--- src/design/tcc_pkg.sv ---
// tcc_pkg: register map, field positions and encodings of the timer block
package tcc_pkg;
    // register offsets, 16-bit address space
    localparam logic [15:0] TCC_ADR_COUNT = 16'hff10;
    localparam logic [15:0] TCC_ADR_CC0 = 16'hff12;
    localparam logic [15:0] TCC_ADR_MODE = 16'hffba;
    localparam logic [15:0] TCC_ADR_CCCTL = 16'hff20;
    localparam logic [15:0] TCC_ADR_EDGE = 16'hff22;
    localparam logic [15:0] TCC_ADR_OSHOT = 16'hff24;
    localparam logic [15:0] TCC_ADR_IRQ_ST = 16'hff28;
    localparam logic [15:0] TCC_ADR_IRQ_CLR = 16'hff2a;
    localparam logic [15:0] TCC_ADR_IRQ_EN = 16'hff2c;
    // reset values and the counter top value
    localparam logic [15:0] TCC_RST_COUNT = 16'h0000;
    localparam logic [15:0] TCC_RST_CC0 = 16'h0000;
    localparam logic [2:0] TCC_RST_MODE = 3'h0;
    localparam logic [1:0] TCC_RST_IRQ = 2'h0;
    localparam logic [15:0] TCC_CNT_MAX = 16'hffff;
    // timer_mode_control fields
    localparam int TCC_MODE_LO = 1;
    localparam int TCC_MODE_HI = 3;
    localparam int TCC_OVF_BIT = 0;
    // capture_compare_control fields
    localparam int TCC_CAP_SEL_BIT = 0;
    localparam int TCC_TRG_SRC_BIT = 1;
    // prescaler_edge_config fields
    localparam int TCC_EDGE_A_LO = 4;
    localparam int TCC_EDGE_B_LO = 6;
    // one-shot register fields
    localparam int TCC_OS_TRIG_BIT = 0;
    localparam int TCC_OS_MODE_BIT = 1;
    // interrupt status bits
    localparam int TCC_IRQ_CC0 = 0;
    localparam int TCC_IRQ_OVF = 1;
    // edge codes, 2'b10 is prohibited
    localparam logic [1:0] TCC_ES_FALL = 2'h0;
    localparam logic [1:0] TCC_ES_RISE = 2'h1;
    localparam logic [1:0] TCC_ES_BOTH = 2'h3;
    // counter operating modes from the upper two mode bits
    typedef enum logic [1:0] {
        TCC_OP_STOP,
        TCC_OP_FREE,
        TCC_OP_EDGE_CLR,
        TCC_OP_MATCH_CLR
    } tcc_op_t;
endpackage

--- src/design/tcc_timer.sv ---
// tcc_timer: 16-bit timer counter with capture/compare register zero
// Function
// - 16-bit counter increments every count clock
// - counter readable, writes ignored
// - reset forces counter to zero
// - stop mode clears the counter
// - input a valid edge clears, restarts
// - match with register zero clears counter
// - one-shot trigger write clears counter
// - control bit 0 picks compare/capture
// - register zero written as one word
// - reset clears register zero
// - compare match raises register-zero interrupt
// - compare value held until rewritten
// - trigger source bit picks input a/b
// - input a capture uses opposite edge; code 11 never captures
// - input b capture uses selected edge
// - nonzero upper mode bits start counting
//
// Strobed register access was left to the implementer.
`timescale 1ns/100ps
`default_nettype none
module tcc_timer (
    // clock and reset
    input wire logic clk_sys_i,
    input wire logic reset_n_i,
    // register port
    input wire logic [15:0] addr_i,
    input wire logic [15:0] wr_data_i,
    input wire logic wr_en_i,
    input wire logic rd_en_i,
    output logic [15:0] rd_data_o,
    // timer input pins, asynchronous
    input wire logic timer_input_a_i,
    input wire logic timer_input_b_i,
    // interrupts
    output logic cc_zero_match_irq_o,
    output logic irq_o
);
    import tcc_pkg::*;

    // software state
    // all control state resets to zero, which is the stop mode
    logic [15:0] count_q; // timer_count_value
    logic [15:0] count_d;
    logic [15:0] cc0_q; // capture_compare_zero
    logic [2:0] mode_q; // timer_mode_control bits 3:1
    logic ovf_q; // overflow flag
    logic cap_sel_q; // cc_zero_capture_select
    logic trg_src_q; // cc_zero_trigger_source
    logic [1:0] edge_a_q; // input_a edge select
    logic [1:0] edge_b_q; // input_b edge select
    logic os_mode_q; // one-shot pulse mode enable
    logic [1:0] irq_st_q; // sticky status
    logic [1:0] irq_en_q; // interrupt enables
    logic [15:0] rd_data_q;
    logic irq_q;
    logic match_irq_q;

    // decoded strobes
    // exact 16-bit decode; the status address has no write strobe at all
    logic wr_count, wr_cc0, wr_mode, wr_ccctl, wr_edge;
    logic wr_oshot, wr_irq_clr, wr_irq_en;
    assign wr_count = wr_en_i && (addr_i == TCC_ADR_COUNT);
    assign wr_cc0 = wr_en_i && (addr_i == TCC_ADR_CC0);
    assign wr_mode = wr_en_i && (addr_i == TCC_ADR_MODE);
    assign wr_ccctl = wr_en_i && (addr_i == TCC_ADR_CCCTL);
    assign wr_edge = wr_en_i && (addr_i == TCC_ADR_EDGE);
    assign wr_oshot = wr_en_i && (addr_i == TCC_ADR_OSHOT);
    assign wr_irq_clr = wr_en_i && (addr_i == TCC_ADR_IRQ_CLR);
    assign wr_irq_en = wr_en_i && (addr_i == TCC_ADR_IRQ_EN);

    // operating mode from the upper two mode bits
    tcc_op_t op;
    logic run;
    assign op = tcc_op_t'(mode_q[2:1]);
    assign run = (op != TCC_OP_STOP);

    // pin synchronisers and edge detectors, one per input
    logic [1:0] pin_raw;
    logic [1:0] rise, fall;
    assign pin_raw = {timer_input_b_i, timer_input_a_i};
    genvar gi;
    generate
        for (gi = 0; gi < 2; gi++) begin : g_pin
            logic s1_q, s2_q, prev_q;
            // two flops before any logic looks at the pin
            // the edge flop adds one cycle, so a pin change is seen three edges on
            always_ff @(posedge clk_sys_i or negedge reset_n_i) begin
                if (!reset_n_i) begin
                    s1_q <= 1'b0;
                    s2_q <= 1'b0;
                    prev_q <= 1'b0;
                end else begin
                    s1_q <= pin_raw[gi];
                    s2_q <= s1_q;
                    prev_q <= s2_q;
                end
            end
            assign rise[gi] = s2_q && !prev_q;
            assign fall[gi] = !s2_q && prev_q;
        end
    endgenerate

    // valid edge of input a, as used for clearing
    // only the clear-on-edge mode looks at this; code 10 never qualifies
    logic a_valid;
    always_comb begin
        unique case (edge_a_q)
            TCC_ES_FALL: a_valid = fall[0];
            TCC_ES_RISE: a_valid = rise[0];
            TCC_ES_BOTH: a_valid = rise[0] | fall[0];
            default: a_valid = 1'b0; // prohibited code
        endcase
    end

    // capture edge from input a runs opposite to its valid edge
    // limitation: code 11 on input a never captures, whatever the pin does
    logic a_cap;
    always_comb begin
        unique case (edge_a_q)
            TCC_ES_RISE: a_cap = fall[0];
            TCC_ES_FALL: a_cap = rise[0];
            default: a_cap = 1'b0; // both edges: no capture
        endcase
    end

    // capture edge from input b follows its code
    logic b_cap;
    always_comb begin
        unique case (edge_b_q)
            TCC_ES_FALL: b_cap = fall[1];
            TCC_ES_RISE: b_cap = rise[1];
            TCC_ES_BOTH: b_cap = rise[1] | fall[1];
            default: b_cap = 1'b0; // code 10 must not be used
        endcase
    end

    // capture, match and clear conditions
    logic cap_evt, hit, match_evt;
    logic clr_edge, clr_match, clr_os, clr_any, ovf_evt;
    // no capture while stopped: the count would be meaningless
    assign cap_evt = run && cap_sel_q && (trg_src_q ? a_cap : b_cap);
    assign hit = (count_q == cc0_q);
    assign match_evt = run && !cap_sel_q && hit;
    assign clr_edge = (op == TCC_OP_EDGE_CLR) && a_valid;
    assign clr_match = (op == TCC_OP_MATCH_CLR) && hit;
    assign clr_os = run && os_mode_q && wr_oshot && wr_data_i[TCC_OS_TRIG_BIT];
    assign clr_any = clr_edge || clr_match || clr_os;
    // overflow only on a true wrap, not when a clear lands on the top value
    assign ovf_evt = run && !clr_any && (count_q == TCC_CNT_MAX);

    // next count; the bus write to the count address plays no part
    // stop mode holds the count at zero rather than freezing it
    always_comb begin
        if (!run) begin
            count_d = TCC_RST_COUNT;
        end else if (clr_any) begin
            count_d = TCC_RST_COUNT;
        end else begin
            count_d = count_q + 16'h0001; // wraps at the top
        end
    end

    // counter register
    // no write path exists; software disturbs a running count only by a one-shot trigger or a stop
    always_ff @(posedge clk_sys_i or negedge reset_n_i) begin
        if (!reset_n_i) begin
            count_q <= TCC_RST_COUNT;
        end else begin
            count_q <= count_d;
        end
    end

    // capture/compare register zero
    // capture outranks a colliding write: the captured count is the live data
    // a write while running is accepted, but software is expected to avoid it
    always_ff @(posedge clk_sys_i or negedge reset_n_i) begin
        if (!reset_n_i) begin
            cc0_q <= TCC_RST_CC0;
        end else if (cap_evt) begin
            cc0_q <= count_q;
        end else if (wr_cc0) begin
            cc0_q <= wr_data_i; // whole word at once
        end
    end

    // mode control and overflow flag; overflow set beats a clearing write
    // the lowest stored mode bit does not change the run or stop decode
    always_ff @(posedge clk_sys_i or negedge reset_n_i) begin
        if (!reset_n_i) begin
            mode_q <= TCC_RST_MODE;
            ovf_q <= 1'b0;
        end else begin
            if (wr_mode) begin
                mode_q <= wr_data_i[TCC_MODE_HI:TCC_MODE_LO];
            end
            if (ovf_evt) begin
                ovf_q <= 1'b1;
            end else if (wr_mode) begin
                ovf_q <= wr_data_i[TCC_OVF_BIT];
            end
        end
    end

    // capture/compare control, edge selects, one-shot mode
    // changes take effect at the next edge; no shadow copy is kept
    always_ff @(posedge clk_sys_i or negedge reset_n_i) begin
        if (!reset_n_i) begin
            cap_sel_q <= 1'b0;
            trg_src_q <= 1'b0;
            edge_a_q <= TCC_ES_FALL;
            edge_b_q <= TCC_ES_FALL;
            os_mode_q <= 1'b0;
        end else begin
            if (wr_ccctl) begin
                cap_sel_q <= wr_data_i[TCC_CAP_SEL_BIT];
                trg_src_q <= wr_data_i[TCC_TRG_SRC_BIT];
            end
            if (wr_edge) begin
                edge_a_q <= wr_data_i[TCC_EDGE_A_LO+1:TCC_EDGE_A_LO];
                edge_b_q <= wr_data_i[TCC_EDGE_B_LO+1:TCC_EDGE_B_LO];
            end
            if (wr_oshot) begin
                os_mode_q <= wr_data_i[TCC_OS_MODE_BIT];
            end
        end
    end

    // sticky status: hardware set wins over a same-cycle clear
    // so a clear written in the cycle of an event cannot lose that event
    logic [1:0] irq_evt;
    logic [1:0] irq_clr;
    assign irq_evt[TCC_IRQ_CC0] = match_evt || cap_evt;
    assign irq_evt[TCC_IRQ_OVF] = ovf_evt;
    assign irq_clr = wr_irq_clr ? wr_data_i[1:0] : 2'h0;
    always_ff @(posedge clk_sys_i or negedge reset_n_i) begin
        if (!reset_n_i) begin
            irq_st_q <= TCC_RST_IRQ;
            irq_en_q <= TCC_RST_IRQ;
        end else begin
            irq_st_q <= (irq_st_q & ~irq_clr) | irq_evt;
            if (wr_irq_en) begin
                irq_en_q <= wr_data_i[1:0];
            end
        end
    end

    // interrupt outputs, registered; the request pulse lags its event by one
    // both outputs are flops so the pins never glitch on decode
    always_ff @(posedge clk_sys_i or negedge reset_n_i) begin
        if (!reset_n_i) begin
            irq_q <= 1'b0;
            match_irq_q <= 1'b0;
        end else begin
            irq_q <= |(irq_st_q & irq_en_q);
            match_irq_q <= irq_evt[TCC_IRQ_CC0];
        end
    end

    // read mux; data valid only in the cycle after the strobe
    // a read that meets a capture returns the value held before it
    logic [15:0] rd_mux;
    always_comb begin
        rd_mux = 16'h0000;
        unique case (addr_i)
            TCC_ADR_COUNT: rd_mux = count_q;
            TCC_ADR_CC0: rd_mux = cc0_q;
            TCC_ADR_MODE: rd_mux = {12'h000, mode_q, ovf_q};
            TCC_ADR_CCCTL: rd_mux = {14'h0000, trg_src_q, cap_sel_q};
            TCC_ADR_EDGE: rd_mux = {8'h00, edge_b_q, edge_a_q, 4'h0};
            TCC_ADR_OSHOT: rd_mux = {14'h0000, os_mode_q, 1'b0};
            TCC_ADR_IRQ_ST: rd_mux = {14'h0000, irq_st_q};
            TCC_ADR_IRQ_EN: rd_mux = {14'h0000, irq_en_q};
            default: rd_mux = 16'h0000; // unmapped and write-only read zero
        endcase
    end
    // zero outside the answer cycle keeps the idle bus quiet
    always_ff @(posedge clk_sys_i or negedge reset_n_i) begin
        if (!reset_n_i) begin
            rd_data_q <= 16'h0000;
        end else begin
            rd_data_q <= rd_en_i ? rd_mux : 16'h0000;
        end
    end

    // outputs straight from their flops
    assign rd_data_o = rd_data_q;
    assign irq_o = irq_q;
    assign cc_zero_match_irq_o = match_irq_q;

    // checks on the counter
    chk_stop_clears: assert property (@(posedge clk_sys_i) disable iff (!reset_n_i)
        !run |=> (count_q == 16'h0000))
        else $error("counter not zero after stop");
    chk_count_step: assert property (@(posedge clk_sys_i) disable iff (!reset_n_i)
        run && !clr_any |=> count_q == 16'($past(count_q) + 16'h0001))
        else $error("counter did not advance by one");
    chk_write_ignored: assert property (@(posedge clk_sys_i) disable iff (!reset_n_i)
        wr_count && run && !clr_any |=> count_q == 16'($past(count_q) + 16'h0001))
        else $error("counter write had an effect");
    chk_edge_clear: assert property (@(posedge clk_sys_i) disable iff (!reset_n_i)
        (op == TCC_OP_EDGE_CLR) && a_valid |=> count_q == 16'h0000)
        else $error("input edge did not clear counter");
    chk_match_clear: assert property (@(posedge clk_sys_i) disable iff (!reset_n_i)
        (op == TCC_OP_MATCH_CLR) && hit |=> count_q == 16'h0000 ##1 count_q <= 16'h0001)
        else $error("match did not clear counter");
    chk_oneshot_clr: assert property (@(posedge clk_sys_i) disable iff (!reset_n_i)
        clr_os |=> count_q == 16'h0000)
        else $error("one-shot trigger did not clear counter");
    // checks on register zero and the interrupts
    chk_cmp_hold: assert property (@(posedge clk_sys_i) disable iff (!reset_n_i)
        !cap_sel_q && !wr_cc0 && !cap_evt |=> $stable(cc0_q))
        else $error("compare value changed without a write");
    chk_match_irq: assert property (@(posedge clk_sys_i) disable iff (!reset_n_i)
        run && !cap_sel_q && hit |=> cc_zero_match_irq_o && irq_st_q[TCC_IRQ_CC0])
        else $error("match did not raise interrupt");
    chk_capture_load: assert property (@(posedge clk_sys_i) disable iff (!reset_n_i)
        cap_evt |=> cc0_q == $past(count_q))
        else $error("capture did not load count");
    chk_a_no_cap: assert property (@(posedge clk_sys_i) disable iff (!reset_n_i)
        trg_src_q && edge_a_q == TCC_ES_BOTH |-> !cap_evt)
        else $error("input a both edges captured");
    chk_cc0_write: assert property (@(posedge clk_sys_i) disable iff (!reset_n_i)
        wr_cc0 && !cap_evt |=> cc0_q == $past(wr_data_i))
        else $error("register zero write lost");
    chk_irq_level: assert property (@(posedge clk_sys_i) disable iff (!reset_n_i)
        |(irq_st_q & irq_en_q) |=> irq_o) // interrupt follows status
        else $error("interrupt output not raised");
    chk_irq_low: assert property (@(posedge clk_sys_i) disable iff (!reset_n_i)
        !(|(irq_st_q & irq_en_q)) |=> !irq_o) // interrupt drops with status
        else $error("interrupt output not lowered");
    chk_status_sticky: assert property (@(posedge clk_sys_i) disable iff (!reset_n_i)
        irq_st_q[TCC_IRQ_CC0] && !(wr_irq_clr && wr_data_i[TCC_IRQ_CC0])
        |=> irq_st_q[TCC_IRQ_CC0]) // status holds until cleared
        else $error("status bit lost without a clear");
    chk_match_pulse: assert property (@(posedge clk_sys_i) disable iff (!reset_n_i)
        !irq_evt[TCC_IRQ_CC0] |=> !cc_zero_match_irq_o)
        else $error("request pulse without an event");
    chk_stop_quiet: assert property (@(posedge clk_sys_i) disable iff (!reset_n_i)
        !run |=> !cc_zero_match_irq_o)
        else $error("request pulse while stopped");

    // checks on reset and the read port
    chk_reset_values: assert property (@(posedge clk_sys_i)
        $rose(reset_n_i) |-> count_q == 16'h0000 && cc0_q == 16'h0000)
        else $error("count or register zero not cleared by reset");
    chk_rd_idle: assert property (@(posedge clk_sys_i) disable iff (!reset_n_i)
        !rd_en_i |=> rd_data_o == 16'h0000) // read data only after a strobe
        else $error("read data outside the answer cycle");

    // checks on capture edges
    chk_a_fall_cap: assert property (@(posedge clk_sys_i) disable iff (!reset_n_i)
        run && cap_sel_q && trg_src_q && edge_a_q == TCC_ES_RISE && fall[0]
        |=> cc0_q == $past(count_q))
        else $error("input a falling edge not captured");
    chk_b_both_cap: assert property (@(posedge clk_sys_i) disable iff (!reset_n_i)
        run && cap_sel_q && !trg_src_q && edge_b_q == TCC_ES_BOTH && (rise[1] || fall[1])
        |=> cc0_q == $past(count_q))
        else $error("input b edge not captured");
    chk_cap_stopped: assert property (@(posedge clk_sys_i) disable iff (!reset_n_i)
        !run && cap_sel_q |=> $stable(cc0_q) || $past(wr_cc0)) // no capture while stopped
        else $error("capture while stopped");

    // main scenarios
    cov_match_clear: cover property (@(posedge clk_sys_i) disable iff (!reset_n_i)
        clr_match);
    cov_capture_b: cover property (@(posedge clk_sys_i) disable iff (!reset_n_i)
        cap_evt && !trg_src_q);
    cov_capture_a: cover property (@(posedge clk_sys_i) disable iff (!reset_n_i)
        cap_evt && trg_src_q);
    cov_overflow: cover property (@(posedge clk_sys_i) disable iff (!reset_n_i)
        ovf_evt);
    cov_oneshot_clr: cover property (@(posedge clk_sys_i) disable iff (!reset_n_i)
        clr_os);
endmodule // tcc_timer
`default_nettype wire

--- config.mk ---
export PLATFORM = sky130hd
export DESIGN_NAME = tcc_timer
export DESIGN_NICKNAME = d
export VERILOG_FILES = /design/src/design/tcc_pkg.sv /design/src/design/tcc_timer.sv
export SDC_FILE = /design/constraint.sdc
export NUM_CORES = 1
export LEC_CHECK = 0
export BUFFER_PORTS_ARGS = -buffer_cell sky130_fd_sc_hd__buf_4
export CORE_UTILIZATION = 51
export DETAILED_ROUTE_END_ITERATION = 7
export PLACE_DENSITY_LB_ADDON = 0.2
export SLEW_MARGIN = 40
export SYNTH_ARGS = -nofsm -noshare
export SYNTH_HDL_FRONTEND = slang
export SYNTH_SLANG_ARGS = --single-unit
--- constraint.sdc ---
create_clock -name clk_sys_i -period 1.9 [get_ports clk_sys_i]
set_input_delay 0.285 -clock clk_sys_i [delete_from_list [all_inputs] [get_ports clk_sys_i]]
set_output_delay 0.285 -clock clk_sys_i [all_outputs]
set_load 0.1 [all_outputs]
======== Word level (Yosys, flattened, before mapping) ========
Index checks and enable logic that the tools add are counted.
operators by class
  add/subtract/negate cells ............... 1
  $mul .................................... 0
  div/mod/pow operators ................... 0
  magnitude comparators ................... 0
  equal/unequal tests ..................... 17
  shift operators ......................... 0
  multiplexer cells ....................... 13
  bitwise operators ....................... 6
  reduce and logical (&&, ||, !) cells .... 37
operators with widths
  kind                                           count
  == test 16 bit, second input constant          10
  case mux 16 bit (8 select lines)               1
  2-to-1 mux 16 bit                              5
  logical AND 1 bit                              22
  adder 16 x 1 -> 16 bit, second input constant  1
  == test 16 bit                                 1
  == test 2 bit, second input constant           4
  logical NOT 1 bit                              6
  case mux 1 bit (3 select lines)                2
  nonzero test 2 bit                             3
  AND 2 bit                                      2
  == test 2 x 1 -> 1 bit, second input constant  2
  logical NOT 2 bit                              2
  logical OR 1 bit                               3
  2-to-1 mux 1 bit                               3
  2-to-1 mux 2 bit                               1
  NOT 2 bit                                      1
  OR 1 bit                                       2
  OR 2 bit                                       1
  case mux 1 bit (2 select lines)                1
  OR reduction 2 bit                             1
storage, ports and cells
  register bits after elaboration ......... 71
  latch bits .............................. 0
  RAM bits ................................ 0
  bits in read-only memories .............. 0
  input port bits ......................... 38
  output and inout port bits .............. 18
  word-level logic and storage cells ...... 94
  memories ................................ 0

======== Longest topological paths before layout ========
Gate-level depths: netlist of run 1.
  word-level depth ........................ 11
  mapped depth ............................ 8
  gate-level depth less buffers ........... 7

======== Least setup slack after synthesis of run 1 ========
Ideal clock, no wire load.
  kind .................................... in2reg
  start point ............................. input addr_i[0]
  end point ............................... register irq_en_q[0]
  library setup time ...................... 125 ps
  arrival time ............................ 1,636 ps
  data required time ...................... 1,775 ps
  setup slack ............................. 139 ps
  stages on the path ...................... 5
  path buffers ............................ 0
  cells stage by stage .................... or4b_4 > nor4_4 > and2_1 > nand3_2 > mux2_4
on the way
  longest elaborated chain between the ends .. 2
RTL lines
  element                 line              RTL
  start: declaration      tcc_timer.sv:28   input wire logic [15:0] addr_i,
  == test 16 bit          tcc_timer.sv:71   assign wr_irq_en = wr_en_i && (addr_i == TCC_ADR_IRQ_EN);
  logical AND 1 bit       tcc_timer.sv:71
  end signal: assignment  tcc_timer.sv:244  irq_en_q <= wr_data_i[1:0];
  end: declaration        tcc_timer.sv:55   logic [1:0] irq_en_q;
No other way between the ends.
A chain may end at the register's enable or synchronous reset.

======== Final worst setup path of run 1 ========
  start point ............................. register cc0_q[3]
  end point ............................... register count_q[9]
on the way
  longest elaborated chain between the ends .. 6
RTL lines
  element                        line              RTL
  start: declaration             tcc_timer.sv:46   logic [15:0] cc0_q;
  start signal: assignment       tcc_timer.sv:182  cc0_q <= count_q;
  start signal: assignment       tcc_timer.sv:184  cc0_q <= wr_data_i;
  == test 16 bit                 tcc_timer.sv:144  assign hit = (count_q == cc0_q);
  logical AND 1 bit              tcc_timer.sv:147  assign clr_match = (op == TCC_OP_MATCH_CLR) && hit;
  logical OR 1 bit (2 in a row)  tcc_timer.sv:149  assign clr_any = clr_edge || clr_match || clr_os;
  2-to-1 mux 16 bit              tcc_timer.sv:158  end else if (clr_any) begin
  2-to-1 mux 16 bit              tcc_timer.sv:156  if (!run) begin
  named net count_d[9]           tcc_timer.sv:45   logic [15:0] count_d;
  end signal: assignment         tcc_timer.sv:171  count_q <= count_d;
  end: declaration               tcc_timer.sv:44   logic [15:0] count_q;
The timed path passes the listed nets, and every way through them passes these cells.

==> flow_metrics.env, run 1 <==
export IMPL_hp_class="in -> reg"
export IMPL_drt_iter0_markers=203
export IMPL_outcome="finished, final reports clean"
export IMPL_dr_pass1_iters=6
export IMPL_synth_seq_cells=71
export IMPL_reg2reg_to="count_q[9]"
export IMPL_syn2layout_area_growth_pct=28.2
export IMPL_p_total_mw=3.21
export IMPL_nNetsFinal=484
export IMPL_post_dp_hpwl_um=6450
export IMPL_reg2reg_from="cc0_q[3]"
export IMPL_start_util_pct=53.3
export IMPL_track_usage_pct=25.3
export IMPL_p_leak_nw=2.20
export IMPL_htree_levels=3
export IMPL_syn_num_nets=401
export IMPL_num_antenna_cells=0
export IMPL_cts_setup_buffers=0
export IMPL_setup_viol=0
export IMPL_maxSlewViolCount=0
export IMPL_timing_hold_ws_ps=31.6
export IMPL_routabilityCongestion=0.801
export IMPL_grt_pass1_vias=2824
export IMPL_grt_pass1_wl_um=14100
export IMPL_antenna_found_initial=0
export IMPL_ant_nets=0
export IMPL_peakVddDrop_mv=0.380
export IMPL_die_area_mm2=0.00752
export IMPL_crit_path_start="cc0_q[3]"
export IMPL_crit_end="count_q[9]"
export IMPL_portBuffers=55
export IMPL_viasPerCell=5.43
export IMPL_synth_cells=358
export IMPL_tritoncts="built"
export IMPL_synth_edf_count=0
export IMPL_r2r_slack_ps=110
export IMPL_dieHeight_um=86.7
export IMPL_routedWlPerCell_um=16.3
export IMPL_setup_tns_final_ps=0
export IMPL_cts_made_buffers=9
export IMPL_drive_above_1_share_pct=30.9
export IMPL_arrival_ps=2030
export IMPL_clockBufferDepth=2
export IMPL_ys_flop_type="dfrtp_1"
export IMPL_endpoint_kind="flop"
export IMPL_cp_num_cells=6
export IMPL_rows=30
export IMPL_yosysSeqAreaShare_pct=48.5
export IMPL_drc=0
export IMPL_ios=56
export IMPL_crit_buf_inv=1
export IMPL_synth_area_top_cells="dfrtp_1 (49%), mux2i_1 (5.7%), xor2_1 (5.7%), nor2_1 (5.2%), a21oi_1 (2.6%)"
export IMPL_core_mm2=0.00687
export IMPL_fin_skew_ps=12.4
export IMPL_netlist_area_mm2=0.00366
export IMPL_routed_via_count=2942
export IMPL_root_buffer="clkbuf_8"
export IMPL_fin_crit_ps=1790
export IMPL_worst_slew_pin_slew_ps=409
export IMPL_path_delay_family="simple AND/OR/NAND/NOR gates"
export IMPL_grt_max_degree=41
export IMPL_syn_mean_instance_area_um2=10.2
export IMPL_postSynth_asyncResetShare_pct=100
export IMPL_maxCapViolations=0
export IMPL_required_ps=2140
export IMPL_clock_latency_ps=350
export IMPL_path_clk_slew_ps=90
export IMPL_cp_cell_sequence="xor2_1, nor4_2, nand4_1, o211ai_2, buf_12, nor2_1"
export IMPL_routed_wirelength_um=8810
export IMPL_overflow=0
export IMPL_reg2regPathDepth=6
export IMPL_p_per_area_mw_per_mm2=684
export IMPL_cts_sinks=71
export IMPL_period_share_pct=94.4
export IMPL_hp_start="timer_input_b_i"
export IMPL_die_x_um=86.7
export IMPL_cp_slowest_stage_delay_ps=440
export IMPL_fmax_mhz=558
export IMPL_yosys_warnings=0
export IMPL_synth_top_area_share_pct=48.5
export IMPL_synth_area_leader_cell="dfrtp_1"
export IMPL_start_kind="flop"
export IMPL_synth_cell_types=48
export IMPL_max_slew_margin_pct=72.7
export IMPL_crit_slowest_cell="dfrtp_1"
export IMPL_cp_max_fo=16
export IMPL_critical_path_class="reg -> reg"
export IMPL_hold_viol=0
==> Yosys cell counts (all sizes together) (2+ instances only) <==
library cell and number:
a21oi 19, a22oi 9, a31oi 5, a32oi 2, and2 3, and3 8
buf 8, clkbuf 14, dfrtp 71, ha 5, inv 8, mux2 11
mux2i 21, nand2 21, nand3 20, nand3b 2, nand4 9, nor2 51
nor2b 5, nor3 4, nor4 7, nor4b 2, o211ai 2, o21ai 9
xnor2 6, xor2 24
==> stage by stage <==
stage / std cells / utilization [%] / setup WS (ps) / area (µm²)
after floorplan: 358 / - / 139 / 3660
after global placement: 525 / 64.2 / -67.0 / 4410
after detailed placement: 525 / 64.2 / -96.6 / 4410
after CTS: 542 / 68.0 / 64.1 / 4670
after global routing: 542 / 68.3 / -7.27 / 4690
final: 542 / 68.3 / 107 / 4690
==> layout by cell type, fill, tap and decap left out, drive strengths merged, types with 10 or more instances in the layout <==
master | Yosys | final
buf | 8 | 93
dfrtp | 71 | 71
nor2 | 51 | 51
xor2 | 24 | 24
nand2 | 21 | 21
mux2i | 21 | 21
nand3 | 20 | 20
a21oi | 19 | 19
mux2 | 11 | 11
inv | 8 | 10
==> logic make-up after synthesis <==
family,after synthesis,share of synthesized area (%)
buffers and inverters,30,3.52
XOR/XNOR,30,7.18
multiplexers,33,10.2
AO/OA/AOI/OAI,51,8.82
AND/OR/NAND/NOR,138,20.1
adder cells (fa/ha/maj),5,1.71
flip-flops,71,48.5
==> registers in the layout (all words and copies together), names as in the netlist, 2 cells and up <==
register      count
cc0_q            16
count_q          16
edge_a_q          2
edge_b_q          2
g_pin.prev_q      2
g_pin.s1_q        2
g_pin.s2_q        2
irq_en_q          2
irq_st_q          2
mode_q            3
rd_data_o        16
==> worst register-to-register path, cell delays in order (launching register included) <==
cell,delay [ps]
dfrtp_1,440
xor2_1,190
nor4_2,330
nand4_1,200
o211ai_2,280
buf_12,190
nor2_1,60
==> layout make-up <==
class	instances	area (µm²)
tap	96	120
inverter	8	30.0
sequential	71	1780
clock buffer	9	124
multi-input combinational	257	1780
clock inverter	7	128
fill	545	2180
timing repair buffer	94	733
==> power by group <==
group          switching (mW)  internal (mW)  total (mW)
Sequential            0.00358           1.52        1.52
Combinational          0.0889         0.0852       0.174
Clock                   0.623          0.890        1.51
==> per-layer routing <==
layer  global-route usage, %  share of wire [%]  vias up
met5                       0                  0        -
met4                    8.33                1.2        0
met3                    3.33                4.0       10
met2                    40.0                 48       74
met1                    36.1                 47     1436
li1                        -                  -     1422
==> worst min path at each step <==
stage | to | slack, ps | cells past startpoint
finish | g_pin[1].s1_q | 30 | 1
global route | g_pin[1].s1_q | 30 | 1
CTS | g_pin[1].s1_q | 30 | 1
detailed placement | cc_zero_match_irq_o | 240 | 1
global placement | cc_zero_match_irq_o | 240 | 1
floorplan | cap_sel_q | -10 | 0
==> timing repair <==
| item | CTS | global route |
|---|---|---|
| endpoints found under the setup margin | 0 | 16 |
| gates resized for setup | 0 | 3 |
| hold endpoints to repair | 31 | 0 |
| hold buffers | 1 | 0 |
Power figures use the tool's default switching activity.
==> run 2, diff against run 1 <==
==> constraint.sdc (replaced) <==
create_clock -name clk_sys_i -period 1.9 [get_ports clk_sys_i]
set_input_delay 0.095 -clock clk_sys_i [delete_from_list [all_inputs] [get_ports clk_sys_i]]
set_output_delay 0.095 -clock clk_sys_i [all_outputs]
set_load 0.1 [all_outputs]
==> run 2 against run 1 <==
Register-to-register slack improved by 20 ps. Via count increased by 0.68%. Largest cell class is now sequential cells. Die area unchanged. Non-clock buffer count decreased by 1.
==> flow_metrics.env, run 2 (synthesis results as in run 1) <==
export IMPL_outcome="finished, final reports clean"
export IMPL_fin_skew_ps=9.16
export IMPL_reg2reg_from="cc0_q[6]"
export IMPL_required_ps=2140
export IMPL_drive_above_1_share_pct=28.8
export IMPL_hold_viol=0
export IMPL_dr_pass1_iters=5
export IMPL_p_per_area_mw_per_mm2=596
export IMPL_dp_cells=516
export IMPL_nNetsFinal=483
export IMPL_grt_pass1_vias=2806
export IMPL_rsz0062_at_grt="no"
export IMPL_hold_path_endpoint="irq_en_q[0]"
export IMPL_finalCoreUtilization_pct=67.4
export IMPL_overflow=0
export IMPL_routabilityCongestion=0.885
export IMPL_clockBufferDepth=2
export IMPL_drc=0
export IMPL_die_area_mm2=0.00752
export IMPL_clock_latency_ps=350
export IMPL_portBuffers=55
export IMPL_maxSlewViolCount=0
export IMPL_tritoncts="built"
export IMPL_fillers=554
export IMPL_start_util_pct=53.3
export IMPL_p_leak_nw=2.16
export IMPL_path_clk_slew_ps=80
export IMPL_final_common_cell="buf_4"
export IMPL_routedWlPerCell_um=16.0
export IMPL_p_total_mw=2.76
export IMPL_cts_made_buffers=9
export IMPL_fmax_mhz=565
export IMPL_syn2layout_area_growth_pct=26.5
export IMPL_hold_depth=2
export IMPL_peakVddDrop_mv=0.707
export IMPL_grt_max_degree=45
export IMPL_rows=30
export IMPL_grt_pass1_wl_um=14100
export IMPL_viasPerCell=5.48
export IMPL_track_usage_pct=25.0
export IMPL_drt_iter0_markers=173
export IMPL_hp_class="in -> reg"
export IMPL_die_x_um=86.7
export IMPL_core_mm2=0.00687
export IMPL_ios=56
export IMPL_setup_viol=0
export IMPL_fin_crit_ps=1770
export IMPL_ant_nets=0
export IMPL_r2r_slack_ps=130
export IMPL_routed_via_count=2962
export IMPL_endpoint_kind="flop"
export IMPL_reg2regPathDepth=6
export IMPL_worst_slew_pin_slew_ps=715
export IMPL_routed_wirelength_um=8660
export IMPL_start_kind="flop"
export IMPL_max_slew_margin_pct=52.3
export IMPL_antenna_found_initial=0
export IMPL_num_antenna_cells=0
export IMPL_hp_start="wr_data_i[0]"
export IMPL_post_dp_hpwl_um=6490
export IMPL_critical_path_class="reg -> reg"
export IMPL_reg2reg_to="count_q[11]"
export IMPL_dieHeight_um=86.7
export IMPL_stdcell_count=541
export IMPL_root_buffer="clkbuf_8"
export IMPL_setup_tns_final_ps=0
export IMPL_arrival_ps=2010
export IMPL_cts_sinks=71
export IMPL_cp_max_fo=16
export IMPL_htree_levels=3
export IMPL_layout_common_cells="buf_4 (81), dfrtp_1 (71), nor2_1 (51), xor2_1 (24)"
export IMPL_period_share_pct=93.1
export IMPL_maxCapViolations=0
run 2: final cells by class:
class                           count  area (µm²)  area share (%)
Sequential cell                    71        1780            38.4
Multi-Input combinational cell    257        1770            38.3
Timing Repair Buffer               93         758            16.4
Clock inverter                      7        47.5            1.03
Tap cell                           96         120            2.59
Clock buffer                        9         124            2.68
Inverter                            8        30.0           0.649
run 2: how the worst max path moves through the flow:
| stage | startpoint | endpoint | slack, ps |
|---|---|---|---|
| after global placement | addr_i[0] | trg_src_q | 110 |
| final | cc0_q[6] | count_q[11] | 130 |
| after CTS | cc0_q[7] | count_q[3] | 90 |
| after global routing | count_q[2] | count_q[15] | 8 |
| after detailed placement | addr_i[0] | cap_sel_q | 80 |
| after floorplan | count_q[6] | count_q[0] | 150 |
run 2: through the flow:
step | hold slack, ps | area (µm²) | worst slack [ps]
after global routing | 28.5 | 4630 | 7.72
final | 24.0 | 4630 | 130
after global placement | 46.1 | 4360 | 109
after floorplan | -201 | 3660 | 149
after detailed placement | 50.4 | 4360 | 78.3
after CTS | 16.2 | 4620 | 94.8
run 2: where the power goes:
part | total (mW) | internal, mW | leakage (nW) | switching (mW)
sequential | 1.52 | 1.52 | 0.890 | 0.00419
combinational | 0.177 | 0.0882 | 1.19 | 0.0890
clock | 1.06 | 0.472 | 0.0854 | 0.590
run 2: worst max-delay path, cell delays in order, from the launching register on:
cell	delay [ps]
dfrtp_1	420
xor2_1	170
nor4_1	330
nand4_1	190
o211ai_2	310
buf_12	180
nor2_1	50
run 2: timing repair:
action / 4_1_cts / 5_1_grt
endpoints found under the hold margin: 35 / 0
hold buffers: 9 / 0
setup endpoints to repair: 0 / 17
buffers inserted: 0 / 0
gates resized for setup: 0 / 2
run 2: metal layers:
layer	track usage, %	part of all wire, %
met1	36.8	47
met2	38.0	47
met3	3.71	4.1
met4	8.33	1.2
met5	0	0
==> run 3, diff against run 2 <==
--- a/config.mk
+++ b/config.mk
@@ -9,6 +9,7 @@
 export CORE_UTILIZATION = 51
 export DETAILED_ROUTE_END_ITERATION = 7
 export PLACE_DENSITY_LB_ADDON = 0.2
+export RECOVER_POWER = 25
 export SLEW_MARGIN = 40
 export SYNTH_ARGS = -nofsm -noshare
 export SYNTH_HDL_FRONTEND = slang
==> run 3 against run 2 <==
Cell count unchanged. Critical path depth unchanged. Register-to-register slack about the same. Global-route usage unchanged. Total power decreased by 0.20%. Clock skew about the same. Clock power about the same.
==> flow_metrics.env, run 3 (synthesis results as in run 1) <==
export IMPL_fillers=557
export IMPL_cts_made_buffers=9
export IMPL_dieHeight_um=86.7
export IMPL_cp_cell_sequence="xor2_1, nor4_1, nand4_1, o211ai_2, buf_12, nor2_1"
export IMPL_post_dp_hpwl_um=6490
export IMPL_drt_iter0_markers=173
export IMPL_fin_skew_ps=9.35
export IMPL_viasPerCell=5.46
export IMPL_ios=56
export IMPL_setup_tns_final_ps=0
export IMPL_critical_path_class="reg -> reg"
export IMPL_start_kind="flop"
export IMPL_met2_usage_pct=38.0
export IMPL_routabilityCongestion=0.885
export IMPL_fin_crit_ps=1770
export IMPL_cp_slowest_stage_delay_ps=420
export IMPL_peakVddDrop_mv=0.706
export IMPL_path_clk_slew_ps=80
export IMPL_syn2layout_area_growth_pct=26.1
export IMPL_die_area_mm2=0.00752
export IMPL_drive_above_1_share_pct=28.8
export IMPL_num_antenna_cells=0
export IMPL_routedWlPerCell_um=16.0
export IMPL_core_mm2=0.00687
export IMPL_ant_nets=0
export IMPL_met1_usage_pct=36.8
export IMPL_root_buffer="clkbuf_8"
export IMPL_design_area_mm2=0.00461
export IMPL_fmax_mhz=565
export IMPL_portBuffers=55
export IMPL_p_per_area_mw_per_mm2=597
export IMPL_grt_max_degree=45
export IMPL_required_ps=2140
export IMPL_setup_slack_ps=130
export IMPL_register_area_mm2=0.00178
export IMPL_crit_slowest_cell="dfrtp_1"
export IMPL_p_leak_nw=2.15
export IMPL_clock_latency_ps=350
export IMPL_dr_pass1_iters=5
export IMPL_clockBufferDepth=2
export IMPL_endpoint_kind="flop"
export IMPL_rows=30
export IMPL_hold_viol=0
export IMPL_nNetsFinal=483
export IMPL_r2r_slack_ps=130
export IMPL_start_util_pct=53.3
export IMPL_place_ws_ps=78.3
export IMPL_multi_input_area_mm2=0.00177
export IMPL_finalCoreUtilization_pct=67.2
export IMPL_grtUsageMet3_pct=3.71
export IMPL_final_common_cell="buf_4"
export IMPL_hp_class="in -> reg"
export IMPL_cp_max_fo=16
export IMPL_layout_common_cells="buf_4 (78), dfrtp_1 (71), nor2_1 (51), xor2_1 (24)"
export IMPL_placed_cell_area_mm2=0.00436
export IMPL_outcome="finished, final reports clean"
export IMPL_tritoncts="built"
export IMPL_worst_slew_pin_slew_ps=716
export IMPL_max_slew_margin_pct=52.3
export IMPL_maxSlewViolCount=0
export IMPL_overflow=0
export IMPL_period_share_pct=93.1
export IMPL_routed_via_count=2954
export IMPL_crit_buf_inv=1
export IMPL_cts_sinks=71
export IMPL_htree_levels=3
export IMPL_rsz0062_at_grt="no"
export IMPL_grt_pass1_vias=2806
export IMPL_maxCapViolations=0
export IMPL_cts_setup_buffers=0
export IMPL_p_total_mw=2.75
export IMPL_grt_busiest_layer="met2"
export IMPL_die_x_um=86.7
export IMPL_grt_pass1_wl_um=14100
export IMPL_drc=0
export IMPL_track_usage_pct=25.0
export IMPL_routed_wirelength_um=8640
export IMPL_setup_viol=0
export IMPL_antenna_found_initial=0
export IMPL_arrival_ps=2010
export IMPL_path_delay_family="simple AND/OR/NAND/NOR gates"
-- run 3: cell types whose count changed in the layout (fill, tap and decap cells not counted), sizes merged --
cell | previous run | this run
buf | 84 | 80
clkbuf | 9 | 13
-- run 3: through the flow --
stage | hold slack [ps] | cells
floorplan | -201 | 358
global placement | 46.1 | 516
detailed placement | 50.4 | 516
CTS | 16.2 | 541
global route | 28.5 | 541
finish | 23.3 | 541
-- run 3: worst paths after layout --
kind | startpoint | endpoint | depth (start not counted)
min in group asynchronous | reset_n_i | irq_o | 2
worst max register to register | cc0_q[6] | count_q[11] | 6
worst min-delay path | wr_data_i[0] | irq_en_q[0] | 2
max in group asynchronous | reset_n_i | cc0_q[9] | 3
worst min register to register | g_pin[0].s1_q | g_pin[0].s2_q | 0
worst max-delay path | cc0_q[6] | count_q[11] | 6
-- run 3: routing by layer --
| metal | vias up | wire length, µm |
|---|---|---|
| met5 | - | 0 |
| met4 | 0 | 110 |
| met3 | 10 | 406 |
| met2 | 90 | 4090 |
| met1 | 1436 | 4040 |
| li1 | 1418 | - |
-- run 3: timing repair --
item                       CTS  global route
setup endpoints to repair    0            17
hold endpoints to repair    35             0
gates resized for setup      0             2
hold buffers                 9             0
-- run 3: layout make-up --
class	count	share of cell area, %
Multi-Input combinational cell	257	38.4
Clock buffer	9	2.68
Tap cell	96	2.60
Inverter	8	0.651
Timing Repair Buffer	93	16.1
Sequential cell	71	38.5
Clock inverter	7	1.03
-- run 3: worst register-to-register path: cells and delay by family (launching register included) --
| kind | cells | cell delay (ps) |
|---|---|---|
| buffers and inverters | 1 | 190 |
| xor gates and xnor gates | 1 | 170 |
| DFF | 1 | 420 |
| AOI/OAI and AO/OA | 1 | 310 |
| and+or+nand+nor | 3 | 580 |
-- run 3: where the power goes --
part	switching (mW)	internal [mW]	total (mW)
logic	0.0881	0.0843	0.172
clock network	0.589	0.472	1.06
registers	0.00418	1.52	1.52
total	0.681	2.07	2.75
